### src/include/ulsx_pkg.sv
package ulsx_pkg;
  // Core-side addresses of the indirect access pair
  localparam logic [5:0] ULSX_EXT_INDEX_ADDR = 6'h20;
  localparam logic [5:0] ULSX_EXT_DATA_ADDR = 6'h21;
  // Extension register indices
  localparam logic [7:0] ULSX_IDX_RX_BUFFER = 8'h00;
  localparam logic [7:0] ULSX_IDX_TX_HOLDING = 8'h01;
  localparam logic [7:0] ULSX_IDX_LINE_STATUS = 8'h06;
  // Line status layout
  localparam int ULSX_LS_DR = 0;
  localparam int ULSX_LS_OE = 1;
  localparam int ULSX_LS_PE = 2;
  localparam int ULSX_LS_FE = 3;
  localparam int ULSX_LS_BI = 4;
  localparam int ULSX_LS_TX_HOLDING_EMPTY = 5;
  localparam int ULSX_LS_TX_ALL_EMPTY = 6;
  localparam logic [7:0] ULSX_LS_RESET = 8'h60;
  // Oversampling timing in 16x ticks, word lengths in bits, tick shift and shifter width
  localparam logic [3:0] ULSX_TICK_HALF = 4'h7;
  localparam logic [3:0] ULSX_TICK_LAST = 4'hf;
  localparam logic [3:0] ULSX_WLEN_BASE = 4'h5;
  localparam logic [3:0] ULSX_DATA_MAX = 4'h8;
  localparam logic [8:0] ULSX_STOP1_TICKS = 9'h010;
  localparam logic [8:0] ULSX_STOP15_TICKS = 9'h018;
  localparam logic [8:0] ULSX_STOP2_TICKS = 9'h020;
  localparam int ULSX_TICK_SHIFT = 4;
  localparam int ULSX_TX_W = 12;

  // Line control fields as supplied by the configuration block
  typedef struct packed {
    logic brge;
    logic sb;
    logic sp;
    logic eps;
    logic pen;
    logic stb;
    logic [1:0] wls;
  } ulsx_lcr_t;

  typedef enum logic [4:0] {
    ULSX_RX_IDLE = 5'h01,
    ULSX_RX_START = 5'h02,
    ULSX_RX_DATA = 5'h04,
    ULSX_RX_PAR = 5'h08,
    ULSX_RX_STOP = 5'h10
  } ulsx_rx_st_t;
endpackage : ulsx_pkg

### src/verilog/ulsx_line_status.sv
`timescale 1ns/100ps
`default_nettype none
// Behaviour
// Data-ready is set while the receive buffer holds data, cleared when read.
// Frames with line errors still load data bits and set data-ready.
// New character before buffer read sets overrun; old data lost, data-ready stays.
// Parity fault only when parity enabled and parity bit mismatches expectation.
// Even expects one on odd count of ones; odd expects one on even.
// Stick parity one expects one; stick parity zero expects zero.
// Framing judged only at centre of first stop bit; high means good.
// Break set once input low longer than one frame, not at rising edge.
// A cleared break is not set again during the same low period.
// Setting break also sets framing fault.
// Holding-empty is one whenever the holding register has no byte.
// All-empty set when holding empty and the shifter has finished.
// Reading line status clears overrun, parity, framing and break flags.
// Option one routes serial in/out to port pins 1/0, else GPIO.
// Core reaches registers only through index and data registers; hardware times access.
// Software reads by writing index then reading data register.
// Software writes by writing index then writing data register.
// Line status read also clears the pending line-error interrupt source.
// Read returns pre-read flags; clearing lands on the next cycle.
// Bit 7 reads zero; writes to line status are ignored.
module ulsx_line_status
  import ulsx_pkg::*;
(
  input wire logic mclk,
  input wire logic rst_n,
  input wire logic [5:0] cpu_addr,
  input wire logic cpu_wr,
  input wire logic cpu_rd,
  input wire logic [7:0] cpu_wdata,
  output logic [7:0] cpu_rdata,
  input wire ulsx_lcr_t lcr_cfg,
  input wire logic baud_tick16,
  input wire logic uart_pin_option,
  input wire logic [1:0] port_d_in,
  input wire logic [1:0] gpio_out,
  input wire logic [1:0] gpio_oe,
  output logic [1:0] port_d_out,
  output logic [1:0] port_d_oe,
  input wire logic [7:0] ext_rdata,
  output logic [7:0] ext_index,
  output logic [7:0] ext_wdata,
  output logic ext_wr_stb,
  output logic ext_rd_stb,
  output logic [7:0] line_status,
  output logic line_err_pend
);

  // Expected parity bit for the given data and format
  function automatic logic ulsx_par_exp(input ulsx_lcr_t c, input logic [7:0] d);
    logic ones;
    ones = ^d;
    if (c.sp) ulsx_par_exp = ~c.eps;
    else ulsx_par_exp = c.eps ? ones : ~ones;
  endfunction : ulsx_par_exp

  // Whole frame length in 16x ticks
  function automatic logic [8:0] ulsx_frame_ticks(input ulsx_lcr_t c);
    logic [8:0] bits;
    logic [8:0] stop;
    bits = 9'(ULSX_WLEN_BASE + {2'h0, c.wls} + {3'h0, c.pen} + 4'h1);
    if (!c.stb) stop = ULSX_STOP1_TICKS;
    else if (c.wls == 2'h0) stop = ULSX_STOP15_TICKS;
    else stop = ULSX_STOP2_TICKS;
    ulsx_frame_ticks = 9'(bits << ULSX_TICK_SHIFT) + stop;
  endfunction : ulsx_frame_ticks

  ulsx_rx_st_t rx_st_r;
  logic [3:0] rx_cnt_r;
  logic [2:0] rx_bit_r;
  logic [7:0] rx_sh_r;
  logic rx_par_r;
  logic sin_prev_r;
  logic [7:0] rx_buffer_r;
  logic dr_r, oe_r, pe_r, fe_r, bi_r;
  logic [8:0] brk_cnt_r;
  logic brk_armed_r;
  logic [7:0] tx_holding_r;
  logic thr_full_r;
  logic tx_busy_r;
  logic [ULSX_TX_W-1:0] tx_shift_reg_r;
  logic [8:0] tx_cnt_r;
  logic [8:0] tx_ft_r;
  logic [7:0] ext_index_r;
  logic serial_in, serial_out;
  logic [3:0] wlen;
  logic [7:0] mask, rx_data, tx_data;
  logic [8:0] frame_ticks;
  logic dat_rd, dat_wr, lsr_rd, rbr_rd, thr_wr, own_idx;
  logic rx_load, oe_ev, pe_ev, fe_ev, brk_ev, tx_load;
  logic [ULSX_TX_W-1:0] tx_frame;

  // Pin muxing; idle-high input when the port stays GPIO
  assign serial_in = uart_pin_option ? port_d_in[1] : 1'b1;
  assign serial_out = lcr_cfg.sb ? 1'b0 : (tx_busy_r ? tx_shift_reg_r[0] : 1'b1);

  // Access decode of the indirect pair
  assign dat_rd = cpu_rd && (cpu_addr == ULSX_EXT_DATA_ADDR);
  assign dat_wr = cpu_wr && (cpu_addr == ULSX_EXT_DATA_ADDR);
  assign lsr_rd = dat_rd && (ext_index_r == ULSX_IDX_LINE_STATUS);
  assign rbr_rd = dat_rd && (ext_index_r == ULSX_IDX_RX_BUFFER);
  assign thr_wr = dat_wr && (ext_index_r == ULSX_IDX_TX_HOLDING);
  assign own_idx = (ext_index_r == ULSX_IDX_RX_BUFFER) ||
                   (ext_index_r == ULSX_IDX_TX_HOLDING) ||
                   (ext_index_r == ULSX_IDX_LINE_STATUS);

  // Format-dependent widths
  assign wlen = ULSX_WLEN_BASE + {2'h0, lcr_cfg.wls};
  assign mask = 8'(9'h0ff >> (ULSX_DATA_MAX - wlen));
  assign frame_ticks = ulsx_frame_ticks(lcr_cfg);
  assign rx_data = 8'(rx_sh_r >> (ULSX_DATA_MAX - wlen));
  assign tx_data = tx_holding_r & mask;

  // Receive events; stop sample alone judges framing
  assign rx_load = (rx_st_r == ULSX_RX_STOP) && baud_tick16 && (rx_cnt_r == ULSX_TICK_LAST);
  assign oe_ev = rx_load && dr_r && !rbr_rd;
  assign pe_ev = rx_load && lcr_cfg.pen && (rx_par_r != ulsx_par_exp(lcr_cfg, rx_data));
  assign fe_ev = rx_load && !serial_in;
  assign brk_ev = baud_tick16 && !serial_in && brk_armed_r && (brk_cnt_r == frame_ticks);

  // Receiver sequencer, 16x oversampled, starts on a falling edge only
  always_ff @(posedge mclk or negedge rst_n) begin
    if (!rst_n) begin
      rx_st_r <= ULSX_RX_IDLE;
      rx_cnt_r <= 4'h0;
      rx_bit_r <= 3'h0;
      rx_sh_r <= 8'h00;
      rx_par_r <= 1'b0;
      sin_prev_r <= 1'b1;
    end else begin
      sin_prev_r <= serial_in;
      unique case (rx_st_r)
        ULSX_RX_IDLE: begin
          if (!serial_in && sin_prev_r) begin
            rx_st_r <= ULSX_RX_START;
            rx_cnt_r <= 4'h0;
          end
        end
        ULSX_RX_START: begin
          if (baud_tick16) begin
            if (rx_cnt_r == ULSX_TICK_HALF) begin
              // Glitch shorter than half a bit is not a start
              rx_st_r <= serial_in ? ULSX_RX_IDLE : ULSX_RX_DATA;
              rx_cnt_r <= 4'h0;
              rx_bit_r <= 3'h0;
            end else begin
              rx_cnt_r <= rx_cnt_r + 4'h1;
            end
          end
        end
        ULSX_RX_DATA: begin
          if (baud_tick16) begin
            rx_cnt_r <= rx_cnt_r + 4'h1;
            if (rx_cnt_r == ULSX_TICK_LAST) begin
              rx_sh_r <= {serial_in, rx_sh_r[7:1]};
              rx_bit_r <= rx_bit_r + 3'h1;
              if (rx_bit_r == 3'(wlen - 4'h1)) begin
                rx_st_r <= lcr_cfg.pen ? ULSX_RX_PAR : ULSX_RX_STOP;
              end
            end
          end
        end
        ULSX_RX_PAR: begin
          if (baud_tick16) begin
            rx_cnt_r <= rx_cnt_r + 4'h1;
            if (rx_cnt_r == ULSX_TICK_LAST) begin
              rx_par_r <= serial_in;
              rx_st_r <= ULSX_RX_STOP;
            end
          end
        end
        ULSX_RX_STOP: begin
          if (baud_tick16) begin
            rx_cnt_r <= rx_cnt_r + 4'h1;
            if (rx_cnt_r == ULSX_TICK_LAST) rx_st_r <= ULSX_RX_IDLE;
          end
        end
        default: rx_st_r <= ULSX_RX_IDLE;
      endcase
    end
  end

  // Low-time counter for break; rearmed only by a high level
  always_ff @(posedge mclk or negedge rst_n) begin
    if (!rst_n) begin
      brk_cnt_r <= 9'h000;
      brk_armed_r <= 1'b1;
    end else if (serial_in) begin
      brk_cnt_r <= 9'h000;
      brk_armed_r <= 1'b1;
    end else if (brk_ev) begin
      brk_armed_r <= 1'b0;
    end else if (baud_tick16 && brk_cnt_r != frame_ticks) begin
      brk_cnt_r <= brk_cnt_r + 9'h001;
    end
  end

  // Receive buffer and data-ready; a load wins over a read
  always_ff @(posedge mclk or negedge rst_n) begin
    if (!rst_n) begin
      rx_buffer_r <= 8'h00;
      dr_r <= 1'b0;
    end else if (rx_load) begin
      rx_buffer_r <= rx_data;
      dr_r <= 1'b1;
    end else if (rbr_rd) begin
      dr_r <= 1'b0;
    end
  end

  // Error flags: set wins over the clearing read
  always_ff @(posedge mclk or negedge rst_n) begin
    if (!rst_n) begin
      oe_r <= 1'b0;
      pe_r <= 1'b0;
      fe_r <= 1'b0;
      bi_r <= 1'b0;
      line_err_pend <= 1'b0;
    end else begin
      oe_r <= oe_ev | (oe_r & ~lsr_rd);
      pe_r <= pe_ev | (pe_r & ~lsr_rd);
      fe_r <= fe_ev | brk_ev | (fe_r & ~lsr_rd);
      bi_r <= brk_ev | (bi_r & ~lsr_rd);
      line_err_pend <= oe_ev | pe_ev | fe_ev | brk_ev | (line_err_pend & ~lsr_rd);
    end
  end

  // Holding register; a new write while loading keeps it full
  assign tx_load = thr_full_r && !tx_busy_r;
  assign tx_frame = ({ULSX_TX_W{1'b1}} << (wlen + {3'h0, lcr_cfg.pen} + 4'h1)) |
                    (ULSX_TX_W'({lcr_cfg.pen & ulsx_par_exp(lcr_cfg, tx_data)}) << (wlen + 4'h1)) |
                    ULSX_TX_W'({tx_data, 1'b0});
  always_ff @(posedge mclk or negedge rst_n) begin
    if (!rst_n) begin
      tx_holding_r <= 8'h00;
      thr_full_r <= 1'b0;
    end else if (thr_wr) begin
      tx_holding_r <= cpu_wdata;
      thr_full_r <= 1'b1;
    end else if (tx_load) begin
      thr_full_r <= 1'b0;
    end
  end

  // Shifter; busy until the whole frame with stop time has left
  always_ff @(posedge mclk or negedge rst_n) begin
    if (!rst_n) begin
      tx_busy_r <= 1'b0;
      tx_shift_reg_r <= {ULSX_TX_W{1'b1}};
      tx_cnt_r <= 9'h000;
      tx_ft_r <= 9'h000;
    end else if (tx_load) begin
      tx_busy_r <= 1'b1;
      tx_shift_reg_r <= tx_frame;
      tx_cnt_r <= 9'h000;
      tx_ft_r <= frame_ticks;
    end else if (tx_busy_r && baud_tick16) begin
      tx_cnt_r <= tx_cnt_r + 9'h001;
      if (tx_cnt_r[3:0] == ULSX_TICK_LAST) tx_shift_reg_r <= {1'b1, tx_shift_reg_r[ULSX_TX_W-1:1]};
      if (tx_cnt_r == tx_ft_r - 9'h001) tx_busy_r <= 1'b0;
    end
  end

  // Status image; bit 7 fixed at zero, no write path exists
  always_ff @(posedge mclk or negedge rst_n) begin
    if (!rst_n) begin
      line_status <= ULSX_LS_RESET;
    end else begin
      line_status <= 8'h00;
      line_status[ULSX_LS_DR] <= rx_load | (dr_r & ~rbr_rd);
      line_status[ULSX_LS_OE] <= oe_ev | (oe_r & ~lsr_rd);
      line_status[ULSX_LS_PE] <= pe_ev | (pe_r & ~lsr_rd);
      line_status[ULSX_LS_FE] <= fe_ev | brk_ev | (fe_r & ~lsr_rd);
      line_status[ULSX_LS_BI] <= brk_ev | (bi_r & ~lsr_rd);
      line_status[ULSX_LS_TX_HOLDING_EMPTY] <= !(thr_wr || (thr_full_r && !tx_load));
      line_status[ULSX_LS_TX_ALL_EMPTY] <= !thr_wr && !thr_full_r && !tx_load &&
        !(tx_busy_r && !(baud_tick16 && tx_cnt_r == tx_ft_r - 9'h001));
    end
  end

  // Registered pins; UART drives bit 0, bit 1 is input only
  always_ff @(posedge mclk or negedge rst_n) begin
    if (!rst_n) begin
      port_d_out <= 2'h0;
      port_d_oe <= 2'h0;
    end else if (uart_pin_option) begin
      port_d_out <= {1'b0, serial_out};
      port_d_oe <= 2'h1;
    end else begin
      port_d_out <= gpio_out;
      port_d_oe <= gpio_oe;
    end
  end

  // Indirect access; strobes to the other registers made here
  always_ff @(posedge mclk or negedge rst_n) begin
    if (!rst_n) begin
      ext_index_r <= 8'h00;
      cpu_rdata <= 8'h00;
      ext_wdata <= 8'h00;
      ext_wr_stb <= 1'b0;
      ext_rd_stb <= 1'b0;
    end else begin
      if (cpu_wr && cpu_addr == ULSX_EXT_INDEX_ADDR) ext_index_r <= cpu_wdata;
      if (dat_wr) ext_wdata <= cpu_wdata;
      ext_wr_stb <= dat_wr && !own_idx;
      ext_rd_stb <= dat_rd && !own_idx;
      if (cpu_rd && cpu_addr == ULSX_EXT_INDEX_ADDR) cpu_rdata <= ext_index_r;
      else if (rbr_rd) cpu_rdata <= rx_buffer_r;
      else if (lsr_rd) cpu_rdata <= line_status;
      else if (dat_rd) cpu_rdata <= ext_rdata;
    end
  end
  assign ext_index = ext_index_r;
endmodule : ulsx_line_status
`default_nettype wire

### config.mk
export PLATFORM = sky130hd
export DESIGN_NAME = ulsx_line_status
export DESIGN_NICKNAME = d
export VERILOG_FILES = /design/src/include/ulsx_pkg.sv /design/src/verilog/ulsx_line_status.sv
export SDC_FILE = /design/constraint.sdc
export NUM_CORES = 1
export LEC_CHECK = 0
export ABC_AREA = 1
export BUFFER_PORTS_ARGS = -buffer_cell sky130_fd_sc_hd__buf_2
export CORE_MARGIN = 4
export CORE_UTILIZATION = 59
export DETAILED_ROUTE_END_ITERATION = 12
export GPL_TIMING_DRIVEN = 1
export PLACE_DENSITY = 0.93
export SYNTH_ARGS = -nofsm -noshare
export SYNTH_HDL_FRONTEND = slang
export SYNTH_SLANG_ARGS = --single-unit
### constraint.sdc
create_clock -name mclk -period 5 [get_ports mclk]
set_input_delay 1 -clock mclk [delete_from_list [all_inputs] [get_ports mclk]]
set_output_delay 1 -clock mclk [all_outputs]
set_load 0.005 [all_outputs]
==> results.ini, run 1 <==
[status]
status = completed

[yosys]
yosys-top-cells-area = dfrtp_1 39%, nand2_1 14%, o21ai_0 6.9%
synthCells = 825
synth_top_family_by_area = simple AND/OR/NAND/NOR gates
synthSimpleGateAreaFrac = 0.262
synthAdderAreaFrac = 0.0399
yosysSeqAreaShare = 0.453
postSynthAreaPerCell_sq_um = 7.68
synth_xor_area_frac = 0.0194
yosys.area.top_type = dfrtp_1
ys_async_sr_fraction = 1.00
synth_top_area_frac = 0.387
yosysWarnings = 0
synth-edff-count = 0
ys_seq_elements = 114
synthFlopType = dfrtp_1
synthDistinctLibCells = 44
syn_nets = 886
synthMuxAreaShare = 0
synthesis.area_sq_um = 6340
synth-compound-area-share = 0.136

[finish]
area_growth_pct = 16.6
layout.nets = 965
fin_area_sq_um = 7390
drive_gt1_frac = 0.165

[worst_setup_path]
start_kind = primary input
r2r_start = rx_cnt_r[0]$_DFFE_PN0P_
worst_ep_arrival_time_ns = 4.16
critPathCaptureType = register
ff2ff_setup_slack_ns = 2.69
regToRegEndpoint = line_err_pend$_DFF_PN0_
endpoint = brk_cnt_r[3]$_DFFE_PN0P_
cp.required_ns = 5.41
worstSetupPathType = in -> reg
crit_path_start = lcr_cfg[0]
ff2ff_path_depth = 9
cp_max_fo = 21

[floorplanning]
io_pins = 81
core_area_sq_um = 10400
die_w_microns = 112
chipHeight_microns = 112
dieArea_sq_um = 12500
row_count = 37
initial_core_util = 0.611

[global_routing]
use_met3 = 0.0674
grt-ovfl-total = 0
grtUsageMet1 = 0.312
gr-usage-met2 = 0.441
grt_start_max_net_pins = 80
antenna_found_initial = 2
grt_pass1_vias = 5958
grt_pass1_wl_mm = 26.8
busiest_layer = met2
grt_util_all_layers = 0.259

[drt]
ant_nets = 0
via_per_inst = 5.66
first_pass_iters = 6
drtIter0Drc = 527
wl_mm = 15.6
vias = 5971
wire_per_inst_microns = 14.8
drc = 0

[placed_design]
place_area_sq_um = 6810
gp_congestion = 0.925
dpl.hpwl_mm = 10.7
port_buffers = 77

[job]
max_cap_violations = 0

[clock_network]
tritoncts.num_buffers = 17
post_cts_buffers = 0
cts.sinks = 114
clk_pin_slew_ns = 0.06
cts_hold_buffers = 0
cts_tree = done
ctsLongestPathBuffers = 2
cts_root_buf = clkbuf_8
htreeDepth = 4
clkLatencyLatePin_ns = 0.53
postCtsResizedCells = 0

[sta]
hold_viol_final = 0
worstMarginPinSlew_ns = 0.975
slew_viol_final = 0
fmax_mhz = 267
finalSetupTns_ns = 0
post-route-period-util = 0.750
rsz0062_at_grt = no
setup_viol = 0
max_slew_margin = 0.350
whs_ns = 0.449
period_needed_ns = 3.75
skew_ns = 0.00811

[power]
peakVddDrop_mv = 0.320
p_per_area_nw_per_um2 = 376
p_leak_uw = 0.00373
total_power_uw = 2780

[min_path]
min_path_cells = 1
min_path_type = reg -> reg

-- cell type report --
class / instances / area [sq um]
inverters: 117 / 439
repair buffers: 81 / 418
fillers: 743 / 2980
well taps: 136 / 170
multi-input cells: 573 / 2910
clock inverters: 12 / 131
flip-flops and latches: 114 / 2870
diodes: 2 / 5.00
clock buffers: 20 / 445
-- synth_stat cells (5+ instances only) --
cell      instances
nor4_1            7
nand2_1         232
nand4_1          15
buf_2             5
a21oi_1          25
nor3_1            8
dfrtp_1          98
clkbuf_1          9
inv_2             6
o21ai_1           6
dfstp_2          16
xor2_1           10
inv_1           110
nand3_1          46
o21ai_0          87
nor2_1           62
buf_4             5
o211ai_1         13
ha_1             17
-- cells by family (layout without fill, tap and decap cells) --
kind of cell,Yosys count,count (layout)
other,1,3
XOR/XNOR,14,14
buffers and inverters,138,230
AND/OR/NAND/NOR,385,385
flip-flops,114,114
adder cells (fa/ha/maj),19,19
AO/OA/AOI/OAI,154,154
-- power breakdown --
group / internal, uW / total (uW) / switching (uW)
Clock: 735 / 1170 / 438
Sequential: 1020 / 1090 / 71.0
Combinational: 181 / 511 / 330
Total: 1940 / 2780 / 839
-- registers in the layout (all words and copies together), names as in the netlist, 7 cells and up --
signal          cells
brk_cnt_r           9
ext_index           8
ext_wdata           8
rx_sh_r             8
cpu_rdata           8
rx_buffer_r         8
line_status         7
tx_holding_r        8
tx_cnt_r            9
tx_shift_reg_r     11
-- through the flow --
step	setup slack, ns	std cells	util
after detailed placement	0.821	1021	0.656
final	1.25	1055	0.712
after global placement	0.964	1021	0.656
after floorplan	1.66	825	-
after CTS	1.34	1053	0.712
after global routing	1.05	1055	0.712
-- cell usage in the layout, fill, tap and decap left out, drive strengths merged, types with 3 or more instances in the layout --
cell / netlist / layout
dfstp: 16 / 16
xnor2: 4 / 4
o22ai: 4 / 4
or2: 3 / 3
clkinvlp: 0 / 4
a211oi: 4 / 4
a21oi: 25 / 25
nor4: 8 / 8
o21ai: 97 / 97
nand3: 47 / 47
clkinv: 1 / 5
ha: 17 / 17
nand4: 16 / 16
nor3: 8 / 8
clkbuf: 9 / 20
nand2: 236 / 236
inv: 116 / 118
buf: 12 / 81
nor2: 65 / 65
xor2: 10 / 10
o211ai: 13 / 13
dfrtp: 98 / 98
-- worst min-delay path by stage --
stage	from	end	slack (ns)
after CTS	thr_full_r$_DFFE_PN0P_	line_status[5]$_DFF_PN1_	0.45
after global placement	thr_full_r$_DFFE_PN0P_	line_status[5]$_DFF_PN1_	0.43
after global routing	thr_full_r$_DFFE_PN0P_	line_status[5]$_DFF_PN1_	0.46
final	thr_full_r$_DFFE_PN0P_	line_status[5]$_DFF_PN1_	0.45
after floorplan	thr_full_r$_DFFE_PN0P_	line_status[5]$_DFF_PN1_	0.40
after detailed placement	thr_full_r$_DFFE_PN0P_	line_status[5]$_DFF_PN1_	0.44
-- critical path: stages --
cell and delay, ns:
buf_2 0.37, inv_2 0.19, ha_1 0.27, inv_1 0.12, nand2_1 0.12, ha_1 0.22
inv_1 0.07, fa_1 0.46, or2_2 0.30, nand4_1 0.09, nor3_1 0.06, nand2_1 0.10
nand2_1 0.06, nand2_1 0.35, nand2_1 0.13, o21ai_0 0.19, a21oi_1 0.06
-- metal layers --
layer / part of all wire / vias up
li1: - / 2835
met1: 0.40 / 2839
met2: 0.51 / 245
met3: 0.060 / 52
met4: 0.028 / 0
met5: 0 / -
(Power assumes the default switching activity.)
==> run 2, diff against run 1 <==
--- a/config.mk
+++ b/config.mk
@@ -8,10 +8,10 @@
 export ABC_AREA = 1
 export BUFFER_PORTS_ARGS = -buffer_cell sky130_fd_sc_hd__buf_2
 export CORE_MARGIN = 4
-export CORE_UTILIZATION = 59
+export CORE_UTILIZATION = 53
 export DETAILED_ROUTE_END_ITERATION = 12
 export GPL_TIMING_DRIVEN = 1
-export PLACE_DENSITY = 0.93
+export PLACE_DENSITY = 0.89
 export SYNTH_ARGS = -nofsm -noshare
 export SYNTH_HDL_FRONTEND = slang
 export SYNTH_SLANG_ARGS = --single-unit
==> constraint.sdc (replaced) <==
create_clock -name mclk -period 3.4 [get_ports mclk]
set_input_delay 0.68 -clock mclk [delete_from_list [all_inputs] [get_ports mclk]]
set_output_delay 0.68 -clock mclk [all_outputs]
set_load 0.005 [all_outputs]
==> run 2 against run 1 <==
Against the previous run: sequential power rose by 48%; clock skew fell by 0.00094 ns; routed wire length fell by 3.8%; global-route usage fell by 3.4 points; count of clock-buffer cells in the layout fell by 2; total power rose by 54%; final cell count rose by 1.2%; via count fell by 3.0%; cell area rose by 1.9%; critical path depth rose by 1.
==> results.ini, run 2 (same netlist as run 1, synthesis figures left out) <==
[finish]
multiInputGateArea_sq_um = 2910  ; unchanged
layout.nets = 973  ; was 965
regMostFlops = tx_shift_reg_r  ; unchanged
mostFrequentLayoutCell = nand2_1  ; unchanged
largest_register_ffs = 11  ; unchanged
antennaDiodeCount = 0  ; was 2
layout_common_cells = 232 x nand2_1, 110 x inv_1, 98 x dfrtp_1, 87 x o21ai_0, 76 x buf_2  ; unchanged
final_cells = 1068  ; was 1,055
area_growth_pct = 18.8  ; was 16.6%
top_regs = tx_shift_reg_r x11, brk_cnt_r x9, tx_cnt_r x9  ; unchanged
fin_util = 0.651  ; was 0.712
drive_gt1_frac = 0.172  ; was 0.165
fill_cells = 934  ; was 743
register_area_sq_um = 2870  ; unchanged

[worst_setup_path]
crit_chain = buf_2 -> inv_2 -> ha_1 -> inv_1 -> nand2_1 -> ha_1 -> inv_1 -> fa_1 -> or2_2 -> nand4_1 -> nor3_1 -> nand2_1 -> nand2_1 -> nand2_1 -> buf_4 -> nand3_1 -> nand2_1 -> nor2_1  ; was buf_2 -> inv_2 -> ha_1 -> inv_1 -> nand2_1 -> ha_1 -> inv_1 -> fa_1 -> or2_2 -> nand4_1 -> nor3_1 -> nand2_1 -> nand2_1 -> nand2_1 -> nand2_1 -> o21ai_0 -> a21oi_1
cp.required_ns = 3.71  ; was 5.41 ns
endpoint = brk_cnt_r[2]$_DFFE_PN0P_  ; was brk_cnt_r[3]$_DFFE_PN0P_
critPathMostFrequentCell = nand2_1  ; unchanged
ff2ff_path_depth = 9  ; unchanged
critPathCaptureType = register  ; unchanged
cpMaxStageDelayCell = fa_1  ; unchanged
path_depth = 18  ; was 17
worstSetupPathType = in -> reg  ; unchanged
r2r_start = ext_index[0]$_DFFE_PN0P_  ; was rx_cnt_r[0]$_DFFE_PN0P_
start_kind = primary input  ; unchanged
worst_ep_arrival_time_ns = 3.12  ; was 4.16 ns
cp_max_fo = 12  ; was 21
crit_path_start = lcr_cfg[0]  ; unchanged
regToRegEndpoint = cpu_rdata[6]$_DFFE_PN0P_  ; was line_err_pend$_DFF_PN0_
ff2ff_setup_slack_ns = 1.17  ; was 2.69 ns
path_delay_family = simple AND/OR/NAND/NOR gates  ; unchanged
max_stage_delay_ns = 0.43  ; was 0.46 ns
cp_num_buf_inv = 5  ; was 4

[floorplanning]
die_w_microns = 117  ; was 112 microns
dieArea_sq_um = 13800  ; was 12,500 sq um
initial_core_util = 0.548  ; was 0.611
row_count = 39  ; was 37
core_area_sq_um = 11600  ; was 10,400 sq um
io_pins = 81  ; unchanged
chipHeight_microns = 117  ; was 112 microns

[sta]
worstMarginPinSlew_ns = 0.583  ; was 0.975 ns
skew_ns = 0.00717  ; was 0.00811 ns
finalSetupTns_ns = 0  ; unchanged
fmax_mhz = 356
slew_viol_final = 0  ; unchanged
setup_viol = 0  ; unchanged
hold_viol_final = 0  ; unchanged
rsz0062_at_grt = no  ; unchanged
max_slew_margin = 0.610  ; was 0.350
period_needed_ns = 2.81
post-route-period-util = 0.827

[clock_network]
cts.sinks = 114  ; unchanged
clk_pin_slew_ns = 0.05  ; was 0.06 ns
tritoncts.num_buffers = 17  ; unchanged
post_cts_buffers = 0  ; unchanged
cts_hold_buffers = 0  ; unchanged
htreeDepth = 4  ; unchanged
cts_root_buf = clkbuf_16  ; was clkbuf_8
clkLatencyLatePin_ns = 0.42  ; was 0.53 ns
cts_tree = done  ; unchanged
ctsLongestPathBuffers = 2  ; unchanged
postCtsResizedCells = 0  ; unchanged

[placed_design]
gp_congestion = 0.907  ; was 0.925
port_buffers = 77  ; unchanged
placed_cells = 1036  ; was 1,021
dpl.hpwl_mm = 10.8  ; was 10.7 mm

[global_routing]
grt_util_all_layers = 0.226  ; was 0.259
use_met3 = 0.0423  ; was 0.0674
grt_pass1_vias = 5445  ; was 5,958
grtUsageMet1 = 0.295  ; was 0.312
grt-ovfl-total = 0  ; unchanged
busiest_layer = met2  ; unchanged
grt_start_max_net_pins = 70  ; was 80
grt_pass1_wl_mm = 25.7  ; was 26.8 mm
gr-usage-met2 = 0.376  ; was 0.441
antenna_found_initial = 0  ; was 2

[min_path]
min_path_type = in -> async  ; was reg -> reg

[drt]
drc = 0  ; unchanged
vias = 5791  ; was 5,971
first_pass_iters = 5  ; was 6
ant_nets = 0  ; unchanged
wl_mm = 15.0  ; was 15.6 mm
via_per_inst = 5.42  ; was 5.66
drtIter0Drc = 730  ; was 527
wire_per_inst_microns = 14.1  ; was 14.8 microns

[power]
total_power_uw = 4280  ; was 2780 uW
p_leak_uw = 0.00380  ; was 0.00373 uW
p_per_area_nw_per_um2 = 568  ; was 376 nW/um^2
peakVddDrop_mv = 0.371  ; was 0.320 mV

[status]
status = completed  ; unchanged

[job]
max_cap_violations = 0  ; unchanged

==> run 2: cell count changes in the layout (fill, tap and decap cells not counted), sizes merged <==
cell and delta:
buf +8, bufinv +3, clkbuf -2, diode -2
inv -2, clkinv +1
==> run 2: area by class of cell <==
| class | instances | area share |
|---|---|---|
| sequential | 114 | 0.382 |
| tap | 143 | 0.0238 |
| clock inverter | 14 | 0.0283 |
| multi-input combinational | 573 | 0.386 |
| inverter | 117 | 0.0583 |
| timing repair buffer | 89 | 0.0651 |
| clock buffer | 18 | 0.0570 |
==> run 2: metal layers <==
metal,share of wire,vias to the layer above,routed length [microns]
met3,0.051,37,763
met4,0.023,0,340
li1,-,2851,-
met1,0.43,2730,6440
met5,0,-,0
met2,0.50,173,7480
==> run 2: worst min path at each step <==
stage,from,cells after the start,endpoint
after floorplan,rst_n,0,brk_cnt_r[0]$_DFFE_PN0P_
after global placement,thr_full_r$_DFFE_PN0P_,1,line_status[5]$_DFF_PN1_
after detailed placement,thr_full_r$_DFFE_PN0P_,1,line_status[5]$_DFF_PN1_
after CTS,rst_n,1,port_d_oe[1]$_DFF_PN0_
after global routing,rst_n,1,port_d_oe[1]$_DFF_PN0_
final,rst_n,1,port_d_oe[1]$_DFF_PN0_
==> run 2: report_power, final <==
part / internal, uW / switching, uW
registers: 1500 / 103
logic: 272 / 470
clock network: 1290 / 635
total: 3070 / 1210
==> run 2: stage by stage <==
stage / hold WS [ns] / setup slack, ns / area, sq um
floorplan: 0.384 / 0.384 / 6340
global placement: 0.420 / 0.213 / 6890
detailed placement: 0.452 / 0.163 / 6890
CTS: 0.273 / 0.602 / 7530
global route: 0.301 / 0.287 / 7530
finish: 0.256 / 0.589 / 7530
==> run 3, diff against run 2 <==
==> constraint.sdc (replaced) <==
create_clock -name mclk -period 2.5 [get_ports mclk]
set_input_delay 0.5 -clock mclk [delete_from_list [all_inputs] [get_ports mclk]]
set_output_delay 0.5 -clock mclk [all_outputs]
set_load 0.005 [all_outputs]
==> run 3 against run 2 <==
Against the previous run: sequential share of layout area decreased by 1.4 points; die area is the same; highest routed layer unchanged; sequential power up 36%; total power up 30%; routed wire length rose by 4.3%.
==> results.ini, run 3 (same netlist as run 1, synthesis figures left out) <==
[power]
peakVddDrop_mv = 0.486  ; was 0.371 mV
total_power_uw = 5550  ; was 4280 uW
p_leak_uw = 0.00393  ; was 0.00380 uW
p_per_area_nw_per_um2 = 710  ; was 568 nW/um^2

[clock_network]
cts.sinks = 114  ; unchanged
cts_root_buf = clkbuf_16  ; unchanged
cts_tree = done  ; unchanged
clk_pin_slew_ns = 0.05  ; about the same
tritoncts.num_buffers = 17  ; unchanged
htreeDepth = 4  ; unchanged
ctsLongestPathBuffers = 2  ; unchanged
clkLatencyLatePin_ns = 0.43  ; was 0.42 ns

[worst_setup_path]
ff2ff_setup_slack_ns = 0.41  ; was 1.17 ns
r2r_start = ext_index[0]$_DFFE_PN0P_  ; unchanged
max_stage_delay_ns = 0.57  ; was 0.43 ns
ff2ff_path_depth = 9  ; unchanged
cp_max_fo = 4  ; was 12
path_depth = 12  ; was 18
crit_path_start = lcr_cfg[3]  ; was lcr_cfg[0]
cp.required_ns = 2.84  ; was 3.71 ns
cp_num_buf_inv = 4  ; was 5
regToRegEndpoint = cpu_rdata[2]$_DFFE_PN0P_  ; was cpu_rdata[6]$_DFFE_PN0P_
critPathCaptureType = register  ; unchanged
cpMaxStageDelayCell = fa_1  ; unchanged
path_delay_family = adder cells  ; was simple AND/OR/NAND/NOR gates
crit_chain = clkbuf_4 -> ha_1 -> inv_1 -> ha_4 -> fa_1 -> or2_4 -> nand4_1 -> nor3_2 -> buf_4 -> nand4_1 -> buf_4 -> o211ai_1  ; was buf_2 -> inv_2 -> ha_1 -> inv_1 -> nand2_1 -> ha_1 -> inv_1 -> fa_1 -> or2_2 -> nand4_1 -> nor3_1 -> nand2_1 -> nand2_1 -> nand2_1 -> buf_4 -> nand3_1 -> nand2_1 -> nor2_1
worstSetupPathType = in -> reg  ; unchanged
worst_ep_arrival_time_ns = 2.71  ; was 3.12 ns
endpoint = line_status[3]$_DFF_PN0_  ; was brk_cnt_r[2]$_DFFE_PN0P_
start_kind = primary input  ; unchanged

[sta]
whs_ns = 0.256  ; about the same
setup_viol = 0  ; unchanged
fmax_mhz = 421
period_needed_ns = 2.37
slew_viol_final = 0  ; unchanged
post-route-period-util = 0.949
timing.final.ws_setup_ns = 0.127  ; was 0.589 ns
skew_ns = 0.00921  ; was 0.00717 ns
worstMarginPinSlew_ns = 0.506  ; was 0.583 ns
hold_viol_final = 0  ; unchanged
max_slew_margin = 0.661  ; was 0.610

[finish]
area_growth_pct = 23.4  ; was 18.8%
mostFrequentLayoutCell = nand2_1  ; unchanged
fill_cells = 881  ; was 934
regMostFlops = tx_shift_reg_r  ; unchanged
layout_common_cells = 229 x nand2_1, 105 x inv_1, 98 x dfrtp_1, 83 x o21ai_0, 74 x buf_2  ; was 232 x nand2_1, 110 x inv_1, 98 x dfrtp_1, 87 x o21ai_0, 76 x buf_2
antennaDiodeCount = 0  ; unchanged
top_regs = tx_shift_reg_r x11, brk_cnt_r x9, tx_cnt_r x9  ; unchanged
multiInputGateArea_sq_um = 2990  ; was 2910 sq um
largest_register_ffs = 11  ; unchanged
layout.nets = 1006  ; was 973
final_cells = 1101  ; was 1,068
drive_gt1_frac = 0.214  ; was 0.172
fin_area_sq_um = 7820  ; was 7530 sq um
register_area_sq_um = 2870  ; unchanged

[floorplanning]
core_area_sq_um = 11600  ; unchanged
die_w_microns = 117  ; unchanged
initial_core_util = 0.548  ; unchanged
chipHeight_microns = 117  ; unchanged
row_count = 39  ; unchanged
io_pins = 81  ; unchanged
dieArea_sq_um = 13800  ; unchanged

[global_routing]
grt_pass1_vias = 5682  ; was 5,445
grt_start_max_net_pins = 69  ; was 70
antenna_found_initial = 0  ; unchanged
grt_pass1_wl_mm = 26.1  ; was 25.7 mm
grt-ovfl-total = 0  ; unchanged
grt_util_all_layers = 0.229  ; was 0.226

[drt]
wl_mm = 15.7  ; was 15.0 mm
first_pass_iters = 6  ; was 5
ant_nets = 0  ; unchanged
wire_per_inst_microns = 14.2  ; was 14.1 microns
drtIter0Drc = 574  ; was 730
vias = 5906  ; was 5,791
via_per_inst = 5.36  ; was 5.42
drc = 0  ; unchanged

[min_path]
min_path_type = in -> reg  ; was in -> async
min_path_cells = 2

[status]
status = completed  ; unchanged

[placed_design]
pre_cts_slack_ns = -0.372  ; was 0.163 ns
dpl.hpwl_mm = 11.0  ; was 10.8 mm
port_buffers = 77  ; unchanged
gp_congestion = 0.967  ; was 0.907
placed_cells = 1061  ; was 1,036
place_area_sq_um = 7150  ; was 6890 sq um

[job]
max_cap_violations = 0  ; unchanged

==> run 3: cell types whose count changed in the layout (fill, tap and decap cells not counted), sizes merged <==
cell / delta
clkinvlp: +1
nor2: +1
clkinv: +2
buf: +30
clkbuf: +2
bufinv: -4
dlygate4sd3: +1
==> run 3: worst reg2reg max path: cells and delay by family (launching register included) <==
| kind | cells | cell delay [ns] |
|---|---|---|
| simple gates | 5 | 0.93 |
| buf+inv | 2 | 0.45 |
| flops | 1 | 0.40 |
| compound gates | 2 | 0.21 |
==> run 3: layout make-up <==
class                   count  area share
multi-input cells         574       0.383
inverters                 117      0.0584
clock buffers              19      0.0566
clock inverters            13      0.0146
well taps                 143      0.0229
flip-flops and latches    114       0.367
repair buffers            121      0.0975
==> run 3: metrics by stage <==
step / utilization / setup TNS, ns
detailed placement: 0.618 / -4.19
global placement: 0.618 / -3.11
CTS: 0.667 / 0
global route: 0.676 / -0.0308
finish: 0.676 / 0
floorplan: - / -0.198
==> run 3: routing by layer <==
metal | wire (microns) | part of all wire | GRT usage | vias to the layer above
met5 | 0 | 0 | 0 | -
met4 | 366 | 0.023 | 0.104 | 0
met1 | 6610 | 0.42 | 0.291 | 2783
li1 | - | - | - | 2913
met2 | 7780 | 0.50 | 0.374 | 175
met3 | 911 | 0.058 | 0.0520 | 35
==> run 3: worst min path at each step <==
stage	from	end	slack [ns]
after floorplan	rst_n	brk_cnt_r[0]$_DFFE_PN0P_	0.20
after global placement	rst_n	port_d_out[0]$_DFF_PN0_	0.39
after detailed placement	rst_n	port_d_out[0]$_DFF_PN0_	0.39
after CTS	lcr_cfg[6]	port_d_out[0]$_DFF_PN0_	0.25
after global routing	lcr_cfg[6]	port_d_out[0]$_DFF_PN0_	0.25
final	lcr_cfg[6]	port_d_out[0]$_DFF_PN0_	0.26
==> run 3: what timing repair did <==
| item | in CTS | in global routing |
|---|---|---|
| hold endpoints to repair | 14 | 0 |
| setup endpoints to repair | 0 | 7 |
| buffers inserted | 0 | 6 |
| hold buffers | 1 | 0 |
| resized for setup | 0 | 18 |
==> run 3: where the power goes <==
part           leakage (uW)  switching (uW)  internal, uW
clock network      0.000261             881          1380
logic               0.00224             664           434
registers           0.00142             142          2050
